`src/rtl/pls_pkg.sv`:
```
package pls_pkg;
  // ----------------------------------------------------------------
  // clock and timing
  // ----------------------------------------------------------------
  localparam int CLK_MHZ = 20;
  localparam int STRETCH_US = 100000;
  localparam int STRETCH_CYC = STRETCH_US * CLK_MHZ;
  localparam int PERIOD_US = 1000;
  localparam int PERIOD_CYC = PERIOD_US * CLK_MHZ;
  localparam int GAP_US = 10;
  localparam int GAP_CYC = GAP_US * CLK_MHZ;
  localparam int BIT_NS = 200;
  localparam int BIT_CYC = (BIT_NS * CLK_MHZ) / 1000;
  localparam int FRAME_BITS = 24;
  localparam int PORT_BITS = 6;
  localparam int NUM_PORTS = 4;
  localparam int NUM_LEDS = 12;
  localparam int CNT_W = 24;

  // ----------------------------------------------------------------
  // register map (byte addresses)
  // ----------------------------------------------------------------
  localparam logic [3:0] CFG_ADDR = 4'h0;
  localparam logic [3:0] SEL_ADDR = 4'h4;
  localparam logic [3:0] FRAME_ADDR = 4'h8;
  localparam logic [3:0] LEDS_ADDR = 4'hC;
  localparam int CFG_BYPASS_BIT = 0;
  localparam int FRAME_BUSY_BIT = 24;
  localparam logic CFG_RESET = 1'h0;
  localparam logic [23:0] SEL_RESET = 24'h000000;
  localparam logic [23:0] FRAME_RESET = 24'hFFFFFF;

  // ----------------------------------------------------------------
  // indicator source selections
  // ----------------------------------------------------------------
  localparam logic [1:0] SRC_A_TX = 2'h0;
  localparam logic [1:0] SRC_A_RX = 2'h1;
  localparam logic [1:0] SRC_A_LINK = 2'h2;
  localparam logic [1:0] SRC_A_DUP = 2'h3;
  localparam logic [1:0] SRC_B_RX = 2'h0;
  localparam logic [1:0] SRC_B_LINK = 2'h1;
  localparam logic [1:0] SRC_B_DUP = 2'h2;
  localparam logic [1:0] SRC_B_SPD = 2'h3;
  localparam logic [1:0] SRC_C_LINK = 2'h0;
  localparam logic [1:0] SRC_C_DUP = 2'h1;
  localparam logic [1:0] SRC_C_SPD = 2'h2;
  localparam logic [1:0] SRC_C_COL = 2'h3;

  typedef enum logic {PLS_IDLE, PLS_SHIFT} pls_state_e;
endpackage : pls_pkg

```
`src/rtl/pls_port_led_status_driver.sv`:
```
// Function
// each port has three active-low indicator outputs, low meaning lit.
// lit periods are stretched unless the bypass configuration bit is set.
// indicator a shows transmit by default, selectable to receive, link or full duplex.
// indicator b shows receive by default, selectable to link, full duplex or speed.
// indicator c shows link by default, selectable to full duplex, speed or collision.
// the serial frame holds port 0 in bits 23..18 down to port 3 in 5..0, order T R L D S C, MSB first.
// activity, link and collision bits are 0 when active, duplex 1 when full, speed 1 for 10 Mbps.
// a full 24-bit burst is sent every 1 ms even without change.
// any status change triggers an extra burst, respecting a 10 us minimum gap between bursts.
// the frame strobe is high exactly for the 24 data bits and the receiver samples only then.
// stretch length, bit rate and change detection derive from the clock; stretch restarts per event.
`timescale 1ns/1ps
module pls_port_led_status_driver #(
  parameter int STRETCH_CYCLES = pls_pkg::STRETCH_CYC,
  parameter int PERIOD_CYCLES = pls_pkg::PERIOD_CYC
) (
  // clock and reset
  input wire logic core_clk,
  input wire logic rst_n,
  // avalon-mm slave
  input wire logic [3:0] avs_address,
  input wire logic avs_read,
  input wire logic avs_write,
  input wire logic [31:0] avs_writedata,
  input wire logic [3:0] avs_byteenable,
  output logic [31:0] avs_readdata,
  output logic avs_waitrequest,
  // per-port status from the phy core
  input wire logic [3:0] tx_active,
  input wire logic [3:0] rx_active,
  input wire logic [3:0] link_up,
  input wire logic [3:0] full_duplex,
  input wire logic [3:0] speed_100,
  input wire logic [3:0] collision,
  // indicator pins, active low
  output logic [3:0] port_indicator_a_n,
  output logic [3:0] port_indicator_b_n,
  output logic [3:0] port_indicator_c_n,
  // serial status link
  output logic serial_status_out,
  output logic serial_status_frame
);

  // ----------------------------------------------------------------
  // functions
  // ----------------------------------------------------------------
  function automatic logic pick4(input logic [1:0] sel, input logic s0, input logic s1,
                                 input logic s2, input logic s3);
    logic r;
    r = s0;
    if (sel == 2'h1) begin
      r = s1;
    end else if (sel == 2'h2) begin
      r = s2;
    end else if (sel == 2'h3) begin
      r = s3;
    end
    return r;
  endfunction : pick4

  // ----------------------------------------------------------------
  // registers and bus slave
  // ----------------------------------------------------------------
  logic cfg_bypass;
  logic [23:0] led_sel;
  logic [23:0] last_sent;
  logic bus_ack;
  logic [11:0] led_on;
  pls_pkg::pls_state_e state;

  wire bus_req = avs_read | avs_write;
  wire hit_cfg = avs_address == pls_pkg::CFG_ADDR;
  wire hit_sel = avs_address == pls_pkg::SEL_ADDR;
  wire hit_frame = avs_address == pls_pkg::FRAME_ADDR;
  wire hit_leds = avs_address == pls_pkg::LEDS_ADDR;
  wire wr_fire = avs_write & bus_ack;
  wire busy = state == pls_pkg::PLS_SHIFT;
  logic [31:0] rd_mux;

  always_comb begin
    rd_mux = 32'h00000000;
    if (hit_cfg) begin
      rd_mux[pls_pkg::CFG_BYPASS_BIT] = cfg_bypass;
    end else if (hit_sel) begin
      rd_mux[23:0] = led_sel;
    end else if (hit_frame) begin
      rd_mux[23:0] = last_sent;
      rd_mux[pls_pkg::FRAME_BUSY_BIT] = busy;
    end else if (hit_leds) begin
      rd_mux[11:0] = led_on;
    end
  end

  // one wait state: data is registered in the first cycle, ready in the second
  assign avs_waitrequest = bus_req & ~bus_ack;

  always_ff @(posedge core_clk or negedge rst_n) begin
    if (!rst_n) begin
      bus_ack <= 1'b0;
      avs_readdata <= 32'h00000000;
    end else begin
      bus_ack <= bus_req & ~bus_ack;
      if (avs_read & ~bus_ack) begin
        avs_readdata <= rd_mux;
      end
    end
  end

  always_ff @(posedge core_clk or negedge rst_n) begin
    if (!rst_n) begin
      cfg_bypass <= pls_pkg::CFG_RESET;
      led_sel <= pls_pkg::SEL_RESET;
    end else begin
      if (wr_fire && hit_cfg && avs_byteenable[0]) begin
        cfg_bypass <= avs_writedata[pls_pkg::CFG_BYPASS_BIT];
      end
      if (wr_fire && hit_sel) begin
        for (int i = 0; i < 3; i++) begin
          if (avs_byteenable[i]) begin
            led_sel[i*8 +: 8] <= avs_writedata[i*8 +: 8];
          end
        end
      end
    end
  end

  // ----------------------------------------------------------------
  // indicator selection and stretching
  // ----------------------------------------------------------------
  logic [11:0] raw_on;

  genvar p;
  generate
    for (p = 0; p < pls_pkg::NUM_PORTS; p++) begin : g_port
      wire [5:0] sel = led_sel[p*6 +: 6];
      assign raw_on[p*3+0] = pick4(sel[1:0], tx_active[p], rx_active[p], link_up[p],
                                   full_duplex[p]);
      assign raw_on[p*3+1] = pick4(sel[3:2], rx_active[p], link_up[p], full_duplex[p],
                                   speed_100[p]);
      assign raw_on[p*3+2] = pick4(sel[5:4], link_up[p], full_duplex[p], speed_100[p],
                                   collision[p]);
      assign port_indicator_a_n[p] = ~led_on[p*3+0];
      assign port_indicator_b_n[p] = ~led_on[p*3+1];
      assign port_indicator_c_n[p] = ~led_on[p*3+2];
    end

    for (p = 0; p < pls_pkg::NUM_LEDS; p++) begin : g_led
      logic [pls_pkg::CNT_W-1:0] hold;
      // counter reloads while the source is active, so each new event restarts it
      always_ff @(posedge core_clk or negedge rst_n) begin
        if (!rst_n) begin
          hold <= '0;
        end else if (raw_on[p]) begin
          hold <= pls_pkg::CNT_W'(STRETCH_CYCLES - 1);
        end else if (cfg_bypass) begin
          // a stale count must not light the pin once bypass is cleared
          hold <= '0;
        end else if (hold != '0) begin
          hold <= hold - 1'b1;
        end
      end
      // registered so the pins never glitch on select changes
      always_ff @(posedge core_clk or negedge rst_n) begin
        if (!rst_n) begin
          led_on[p] <= 1'b0;
        end else begin
          led_on[p] <= raw_on[p] | (~cfg_bypass & (hold != '0));
        end
      end
    end
  endgenerate

  // ----------------------------------------------------------------
  // serial status frame
  // ----------------------------------------------------------------
  logic [23:0] status_vec;
  logic [23:0] shreg;
  logic [4:0] bit_idx;
  logic [7:0] tick;
  logic [pls_pkg::CNT_W-1:0] period_cnt;
  logic [pls_pkg::CNT_W-1:0] gap_cnt;

  generate
    for (p = 0; p < pls_pkg::NUM_PORTS; p++) begin : g_vec
      assign status_vec[23-p*6 -: 6] = {~tx_active[p], ~rx_active[p], ~link_up[p],
                                        full_duplex[p], ~speed_100[p], ~collision[p]};
    end
  endgenerate

  wire changed = status_vec != last_sent;
  wire period_due = period_cnt >= pls_pkg::CNT_W'(PERIOD_CYCLES - 1);
  wire gap_ok = gap_cnt >= pls_pkg::CNT_W'(pls_pkg::GAP_CYC);
  wire start = ~busy & gap_ok & (period_due | changed);
  wire bit_end = tick == 8'(pls_pkg::BIT_CYC - 1);
  wire last_bit = bit_idx == 5'(pls_pkg::FRAME_BITS - 1);

  always_ff @(posedge core_clk or negedge rst_n) begin
    if (!rst_n) begin
      period_cnt <= '0;
    end else if (start) begin
      period_cnt <= '0;
    end else if (!period_due) begin
      period_cnt <= period_cnt + 1'b1;
    end
  end

  // gap counts from the end of one burst; it starts satisfied after reset
  always_ff @(posedge core_clk or negedge rst_n) begin
    if (!rst_n) begin
      gap_cnt <= pls_pkg::CNT_W'(pls_pkg::GAP_CYC);
    end else if (busy) begin
      gap_cnt <= '0;
    end else if (!gap_ok) begin
      gap_cnt <= gap_cnt + 1'b1;
    end
  end

  // ----------------------------------------------------------------
  // frame sequencer
  // ----------------------------------------------------------------
  pls_pkg::pls_state_e next_state;
  wire step = busy & bit_end & ~last_bit;
  wire done = busy & bit_end & last_bit;

  always_comb begin
    next_state = state;
    case (state)
      pls_pkg::PLS_IDLE: begin
        if (start) begin
          next_state = pls_pkg::PLS_SHIFT;
        end
      end
      pls_pkg::PLS_SHIFT: begin
        if (bit_end && last_bit) begin
          next_state = pls_pkg::PLS_IDLE;
        end
      end
      default: begin
        next_state = pls_pkg::PLS_IDLE;
      end
    endcase
  end

  always_ff @(posedge core_clk or negedge rst_n) begin
    if (!rst_n) begin
      state <= pls_pkg::PLS_IDLE;
    end else begin
      state <= next_state;
    end
  end

  always_ff @(posedge core_clk or negedge rst_n) begin
    if (!rst_n) begin
      tick <= '0;
    end else if (busy && !bit_end) begin
      tick <= tick + 1'b1;
    end else begin
      tick <= '0;
    end
  end

  always_ff @(posedge core_clk or negedge rst_n) begin
    if (!rst_n) begin
      bit_idx <= '0;
    end else if (start) begin
      bit_idx <= '0;
    end else if (step) begin
      bit_idx <= bit_idx + 1'b1;
    end
  end

  // last_sent doubles as the change reference, so it loads with the frame
  always_ff @(posedge core_clk or negedge rst_n) begin
    if (!rst_n) begin
      shreg <= pls_pkg::FRAME_RESET;
      last_sent <= pls_pkg::FRAME_RESET;
    end else if (start) begin
      shreg <= status_vec;
      last_sent <= status_vec;
    end else if (step) begin
      shreg <= {shreg[22:0], 1'b1};
    end
  end

  always_ff @(posedge core_clk or negedge rst_n) begin
    if (!rst_n) begin
      serial_status_frame <= 1'b0;
    end else if (start) begin
      serial_status_frame <= 1'b1;
    end else if (done) begin
      serial_status_frame <= 1'b0;
    end
  end

  // line idles high between frames
  always_ff @(posedge core_clk or negedge rst_n) begin
    if (!rst_n) begin
      serial_status_out <= 1'b1;
    end else if (start) begin
      serial_status_out <= status_vec[23];
    end else if (step) begin
      serial_status_out <= shreg[22];
    end else if (done) begin
      serial_status_out <= 1'b1;
    end
  end

endmodule : pls_port_led_status_driver

```
`config.mk`:
```
export PLATFORM = sky130hd
export DESIGN_NAME = pls_port_led_status_driver
export DESIGN_NICKNAME = d
export VERILOG_FILES = /design/src/rtl/pls_pkg.sv /design/src/rtl/pls_port_led_status_driver.sv
export SDC_FILE = /design/constraint.sdc
export NUM_CORES = 1
export LEC_CHECK = 0
export BUFFER_PORTS_ARGS = -buffer_cell sky130_fd_sc_hd__buf_2
export CAP_MARGIN = 20
export CORE_MARGIN = 2
export CORE_UTILIZATION = 38
export CTS_BUF_LIST = sky130_fd_sc_hd__clkbuf_2
export DETAILED_ROUTE_END_ITERATION = 10
export PLACE_DENSITY = 0.56
export SLEW_MARGIN = 20
export SYNTH_ARGS = -nofsm -noshare
export SYNTH_HDL_FRONTEND = slang
export SYNTH_SLANG_ARGS = --single-unit
```
`constraint.sdc`:
```
create_clock -name core_clk -period 2.95 [get_ports core_clk]
set_input_delay 0 -clock core_clk [delete_from_list [all_inputs] [get_ports core_clk]]
set_output_delay 0 -clock core_clk [all_outputs]
set_load 0.02 [all_outputs]
```
==> results of run 1 <==
## placed cells by master, fill, tap and decap left out, types with 12 or more instances in the layout
| master | instances |
|---|---|
| a21oi_1 | 78 |
| mux2_2 | 35 |
| buf_4 | 50 |
| and3_1 | 17 |
| buf_2 | 97 |
| dfstp_2 | 51 |
| a22oi_1 | 25 |
| or4_1 | 81 |
| o22ai_1 | 22 |
| nor3_1 | 95 |
| inv_1 | 92 |
| nand4_1 | 38 |
| dlygate4sd3_1 | 159 |
| dfrtp_1 | 410 |
| a31oi_1 | 12 |
| mux2i_1 | 30 |
| nor2_1 | 155 |
| o21ai_0 | 211 |
| ha_1 | 29 |
| o311ai_0 | 16 |
| xor2_1 | 85 |
| mux4_2 | 13 |
| xnor2_1 | 127 |
| or3_1 | 85 |
| nor4_1 | 74 |
| clkbuf_2 | 199 |
| or2_2 | 12 |
| nand2_1 | 211 |
| clkinv_1 | 23 |
| nand3_1 | 50 |
| o211ai_1 | 16 |
| o41ai_1 | 16 |
| nor2b_1 | 29 |
| nand2b_1 | 12 |
| nand4b_1 | 14 |
| o31ai_1 | 34 |
| o221ai_1 | 22 |
## repair_timing
action,in CTS,in global routing
setup endpoints to repair,0,34
endpoints found under the hold margin,892,0
gates resized for setup,0,5
hold buffers,161,0
## layout make-up
cell class / instances / area, sq um
multi-input cells: 1780 / 11600
clock inverters: 37 / 171
repair buffers: 316 / 2650
fillers: 6112 / 34300
well taps: 846 / 1060
inverters: 93 / 349
flip-flops and latches: 462 / 11600
clock buffers: 199 / 996
diodes: 9 / 22.5
## cells in the mapped netlist, drive strengths merged, types with 50 or more instances
| library cell | number |
|---|---|
| inv | 93 |
| nand3 | 50 |
| a21oi | 79 |
| nor2 | 155 |
| dfrtp | 411 |
| o21ai | 212 |
| nor4 | 77 |
| xnor2 | 127 |
| or3 | 85 |
| clkbuf | 78 |
| xor2 | 85 |
| nand2 | 211 |
| or4 | 83 |
| nor3 | 96 |
| dfstp | 51 |
## worst max path at each step
stage,startpoint,endpoint,cells past startpoint,slack [ps]
floorplan,g_led[1].hold[11]$_DFFE_PN0P_,g_led[1].hold[10]$_DFFE_PN0P_,7,510
global route,last_sent[15]$_DFFE_PN1P_,shreg[21]$_DFFE_PN1P_,7,-40
global placement,last_sent[17]$_DFFE_PN1P_,shreg[10]$_DFFE_PN1P_,6,310
CTS,last_sent[15]$_DFFE_PN1P_,shreg[21]$_DFFE_PN1P_,7,40
detailed placement,last_sent[17]$_DFFE_PN1P_,shreg[5]$_DFFE_PN1P_,6,280
finish,last_sent[15]$_DFFE_PN1P_,shreg[21]$_DFFE_PN1P_,7,40
## layer usage
layer / part of all wire (%) / track usage, % / wire (um) / vias to the layer above
li1: - / - / - / 9726
met1: 45 / 28.4 / 30500 / 10200
met2: 47 / 32.9 / 31500 / 565
met3: 5.5 / 4.90 / 3720 / 126
met4: 2.5 / 9.04 / 1700 / 6
met5: 0.050 / 0 / 34 / -
## flip-flops by register name, summed over array words and instances (netlist names)
register	flops
avs_readdata	25
bit_idx	5
bus_ack	1
busy	1
cfg_bypass	1
g_led.hold	288
gap_cnt	24
last_sent	24
led_on	12
led_sel	24
period_cnt	24
serial_status_frame	1
serial_status_out	1
shreg	23
tick	8
## cells by family (layout without fill, tap and decap cells)
family | after synthesis | after routing | share of synthesized area, %
buf+inv | 203 | 645 | 3.47
mux | 79 | 79 | 4.18
flops | 462 | 462 | 48.5
simple gates | 937 | 937 | 21.0
other cells | 1 | 16 | 0.0156
compound gates | 516 | 516 | 13.6
xor+xnor | 212 | 212 | 7.74
fa+ha+maj | 29 | 29 | 1.51
## worst register-to-register path: stages (launching register included)
cell and delay [ps]:
dfstp_2 560, xor2_1 260, nand2_1 80, or3b_2 470, dlygate4sd3_1 620, nor4_4 360, clkbuf_8 300, o221ai_1 150
## report_power, final
part / internal [W] / total, W / switching (W)
Clock: 0.00188 / 0.00474 / 0.00286
Combinational: 0.00116 / 0.00275 / 0.00159
Sequential: 0.00690 / 0.00754 / 0.000645
## metrics by stage
| stage | utilization [%] | hold WS, ps |
|---|---|---|
| 3_5_place_dp | 40.9 | 51.7 |
| 4_1_cts | 45.3 | 9.80 |
| 6_report | 45.4 | 156 |
| 3_3_place_gp | 40.9 | 46.4 |
| 5_1_grt | 45.4 | 7.07 |
| 2_1_floorplan | - | -296 |
==> results by group, run 1 <==
Critical path
  • R2R Path End: shreg[21]$_DFFE_PN1P_
  • Critical path fanouts, max: 16
  • Startpoint class of the critical path: flop
  • Crit-path max cell delay: 620 ps
  • Crit end category: flop
  • Crit path required time: 4090 ps
  • R2R Setup Slk: 40 ps
  • CP max stage cell: dlygate4sd3_1
  • CP top delay family: buffers and inverters
  • Cell depth of the worst flop-to-flop path: 7
  • Worst path bufs/invs: 2
  • Critical-path cell list: xor2_1, nand2_1, or3b_2, dlygate4sd3_1, nor4_4, clkbuf_8, o221ai_1
  • CP arrival: 4060 ps
  • Kind of critical path: flop to flop
  • R2r startpoint: last_sent[15]$_DFFE_PN1P_

Hold path
  • Hold Path Depth: 7
  • Hold Path End: shreg[0]$_DFFE_PN1P_
  • Hold Path Class: primary input to flop
  • Min-delay src: link_up[1]

Global route
  • Vias in the first global route: 20500
  • First-pass GRT wire length: 109000 um
  • Largest net degree at the start of global routing: 79
  • Initial antenna violation count: 9
  • Overall Global Routing Usage: 21.2%
  • Overflow after GRT: 0

Logic synthesis
  • Post-Synthesis Cells: 2439
  • Area contributors post-synth: dfrtp_1 43%, dfstp_2 5.6%, xnor2_1 4.6%
  • Register area share after synthesis: 48.5%
  • Top cell type's share of synthesized area: 42.9%
  • Synth Cell Area: 24000 sq um
  • Avg Inst Size Synth: 9.83 sq um
  • Synth area leader: dfrtp_1
  • Synth cell types: 76
  • Number of flops mapped to enable cells by yosys: 0
  • Synthesis warning total: 0
  • Yosys reg bits: 462
  • Fraction of registers with async set/reset: 100%
  • Commonest register cell after synthesis: dfrtp_1

Clocking
  • CTS buffer count: 131
  • Max Buffers Root-to-Sink: 3
  • Root Driver: clkbuf_2
  • Worst-path clk slew: 110 ps
  • Skew-Pair Late Insertion Delay: 1280 ps
  • Clk sinks: 462
  • Post-CTS Setup Repair Bufs: 0
  • H-Tree Depth: 4
  • CTS tree: done

Floorplanning
  • Num ports: 115
  • Core Box Area: 62700 sq um
  • Initial Util: 38.2%
  • Die X: 255 um
  • Die span in y: 255 um
  • Die area: 65100 sq um
  • Number of cell rows: 92

Timing
  • Final Worst Setup Slack: 36.0 ps
  • Relative slew slack: 41.8%
  • Max-slew violation count: 0
  • TNS Setup: 0 ps
  • Fmax: 0.343 GHz
  • Clock period minus worst slack: 2910 ps
  • Worst-Margin Slew: 873 ps
  • Period utilisation layout: 98.8%
  • Final clock skew: 88.0 ps
  • Setup violators final: 0
  • Fin. Hold Viols: 0

Route
  • Routed vias/inst: 5.51
  • Antenna Violating Nets Remaining: 0
  • DR pass1 iterations: 6
  • DR vias: 20600
  • Iter 0 DRT Violations: 1176
  • WL per Instance: 18.0 um
  • Drt drc: 0
  • Post-Route WL: 67500 um

Placed design
  • Pre-CTS setup slack: 281 ps
  • DP Wirelength: 45800 um
  • Placed insts: 3336
  • PortBufs: 98
  • Placed Area: 25600 sq um
  • GP Congestion: 0.886

Layout
  • Area grow syn2layout: 18.7%
  • Layout cells sized above 1: 17.8%
  • Post-Layout Cell Count: 3742
  • Design Area, Final: 28500 sq um
  • Nets@finish: 2881

Outcome
  • Status: completed

Job
  • Count of max-cap constraint violations: 0

Pwr
  • Pleak: 11.7 nW
  • PwrDens: 528 nW/um^2
  • Worst vdd ir: 0.297 mV
  • Tot Pwr: 0.0150 W
No activity file was read; power rests on OpenSTA's default activity.
==> run 2, diff against run 1 <==
- CORE_MARGIN: 2 -> 5
- CORE_UTILIZATION: 38 -> 30
- PLACE_DENSITY: 0.56 -> 0.47
==> results by group, run 2 (same netlist as run 1, synthesis figures left out) <==
Route
  • Iter 0 DRT Violations: 1141 (-3.0%)
  • Post-Route WL: 71600 um (+6.1%)
  • DR vias: 20600 (-0.14%)
  • Antenna Violating Nets Remaining: 0 (unchanged)
  • WL per Instance: 18.1 um (+0.42%)
  • Drt drc: 0 (unchanged)
  • Routed vias/inst: 5.21 (-5.5%)
  • DR pass1 iterations: 5 (-1)

Pwr
  • Int Power: 0.0101 W (+2.0%)
  • Combinational share of power: 18.3% (about the same)
  • Sequential share of power: 49.2% (-1.0 points)
  • Clock power frac: 32.5% (+1.0 points)
  • Switching Share: 33.8% (-0.098 points)
  • Psw: 0.00518 W (+1.6%)
  • Worst vdd ir: 0.225 mV (-24%)
  • Pleak: 11.7 nW (+0.30%)
  • PwrDens: 531 nW/um^2 (+0.43%)

Timing
  • Final Worst Setup Slack: 110 ps (+73.9 ps)
  • Relative slew slack: 44.9% (+3.1 points)
  • Clock period minus worst slack: 2840 ps (-73.9 ps)
  • TNS Setup: 0 ps (unchanged)
  • Fin. Hold Viols: 0 (unchanged)
  • Max-slew violation count: 0 (unchanged)
  • Setup violators final: 0 (unchanged)
  • RSZ-0062 raised after global routing: no
  • Fmax: 0.352 GHz (+2.6%)
  • Final clock skew: 95.1 ps (+7.17 ps)
  • Final hold slack: 178 ps (+21.3 ps)
  • Worst-Margin Slew: 827 ps (-46.0 ps)
  • Period utilisation layout: 96.3% (-2.5 points)

Global route
  • Overall Global Routing Usage: 16.5% (-4.7 points)
  • Met3 Track Usage GR: 4.86% (-0.042 points)
  • Largest net degree at the start of global routing: 98 (+24%)
  • Initial antenna violation count: 12 (+3)
  • M2 GR Usage: 24.7% (-8.3 points)
  • First-pass GRT wire length: 114000 um (+4.7%)
  • Vias in the first global route: 20600 (+0.18%)
  • Gr busiest metal: met2
  • Grt met1 use: 22.9% (-5.5 points)
  • Overflow after GRT: 0 (unchanged)

Critical path
  • Critical path fanouts, max: 43 (+27)
  • Kind of critical path: flop to flop
  • Crit path required time: 4060 ps (-30 ps)
  • CP arrival: 3950 ps (-110 ps)
  • Startpoint class of the critical path: flop
  • Crit end category: flop

Placed design
  • GP Congestion: 0.825 (-6.9%)
  • DP Wirelength: 49000 um (+7.0%)
  • PortBufs: 98 (unchanged)
  • Pre-CTS setup slack: 239 ps (-42.5 ps)

Clocking
  • CTS buffer count: 132 (+0.76%)
  • Max Buffers Root-to-Sink: 3 (unchanged)
  • Post-CTS Setup Repair Bufs: 0 (unchanged)
  • Root Driver: clkbuf_2
  • Skew-Pair Late Insertion Delay: 1270 ps (about the same)
  • CTS tree: done
  • Clk sinks: 462 (unchanged)
  • Worst-path clk slew: 100 ps (about the same)
  • H-Tree Depth: 4 (unchanged)

Layout
  • Fillers: 8117 (+33%)
  • Nets@finish: 2887 (+0.21%)
  • Max reg flops: 288 (unchanged)
  • Largest register by flop count: g_led.hold
  • Commonest non-fill, non-tap cell in the layout: dfrtp_1
  • Most frequent cells in the layout: 410 x dfrtp_1, 211 x nand2_1, 211 x o21ai_0, 189 x clkbuf_2, 159 x dlygate4sd3_1
  • Layout cells sized above 1: 17.6% (-0.18 points)
  • Largest registers: g_led.hold x288, avs_readdata x25
  • Register area: 11600 sq um (unchanged)
  • Area grow syn2layout: 20.4%
  • Final design utilization: 36.5% (-8.9 points)
  • Multi-input gate area: 11600 sq um (about the same)

Floorplanning
  • Num ports: 115 (unchanged)
  • Initial Util: 30.3% (-7.9 points)
  • Die span in y: 293 um (+15%)
  • Die X: 293 um (+15%)
  • Die area: 85700 sq um (+32%)
  • Core Box Area: 79100 sq um (+26%)
  • Number of cell rows: 103 (+12%)

Hold path
  • Hold Path Class: primary input to flop

Outcome
  • Status: completed

Job
  • Count of max-cap constraint violations: 0 (unchanged)
==> run 2: repair_timing <==
item	CTS	global route
setup endpoints to repair	0	62
hold buffers	161	0
resized for setup	0	3
endpoints found under the hold margin	892	0
==> run 2: path summary, 6_finish.rpt <==
| check | start | to | slack [ps] | depth (start not counted) |
|---|---|---|---|---|
| max | last_sent[22]$_DFFE_PN1P_ | serial_status_out$_DFFE_PN1P_ | 110 | 7 |
| min reg2reg | g_led[0].hold[12]$_DFFE_PN0P_ | g_led[0].hold[12]$_DFFE_PN0P_ | 480 | 1 |
| max reg2reg | last_sent[22]$_DFFE_PN1P_ | serial_status_out$_DFFE_PN1P_ | 110 | 7 |
| max in group asynchronous | rst_n | serial_status_out$_DFFE_PN1P_ | 1610 | 6 |
| min | speed_100[0] | last_sent[11]$_DFFE_PN1P_ | 180 | 7 |
| min in group asynchronous | rst_n | g_led[10].hold[19]$_DFFE_PN0P_ | 460 | 5 |
==> run 2: area by class of cell <==
cell class                 instances  share of cell area, %
sequential                       462                   40.3
multi-input combinational       1780                   40.2
timing repair buffer             321                   9.41
tap                             1050                   4.55
clock buffer                     189                   3.28
inverter                          93                   1.21
clock inverter                    48                   1.01
antenna                           12                  0.104
==> run 2: metrics by stage <==
stage	area (sq um)	total power, W	std cells
2_1_floorplan	24000	0.00923	2445
3_3_place_gp	26000	0.0102	3546
3_5_place_dp	26000	0.0102	3546
4_1_cts	28800	0.0156	3944
5_1_grt	28900	0.0164	3950
6_report	28900	0.0153	3955
==> run 2: worst max-delay path: stages (launching register included) <==
cell           delay [ps]
dfstp_2               610
xor2_2                190
nand4_1               110
dlygate4sd3_1         570
or4_1                 430
o31a_4                390
buf_12                210
mux2i_1               190
==> run 2: layer usage <==
metal  part of all wire [%]  up-vias
met2                     44      501
li1                       -     9727
met5                  0.057        -
met4                    2.2        6
met3                    6.8      106
met1                     47    10300
==> run 2: power by group through the flow <==
stage	logic [W]	clock network, W	registers [W]
floorplan	0.00173	0	0.00749
global placement	0.00253	0	0.00763
detailed placement	0.00258	0	0.00765
CTS	0.00282	0.00527	0.00754
global route	0.00314	0.00558	0.00764
finish	0.00280	0.00498	0.00754
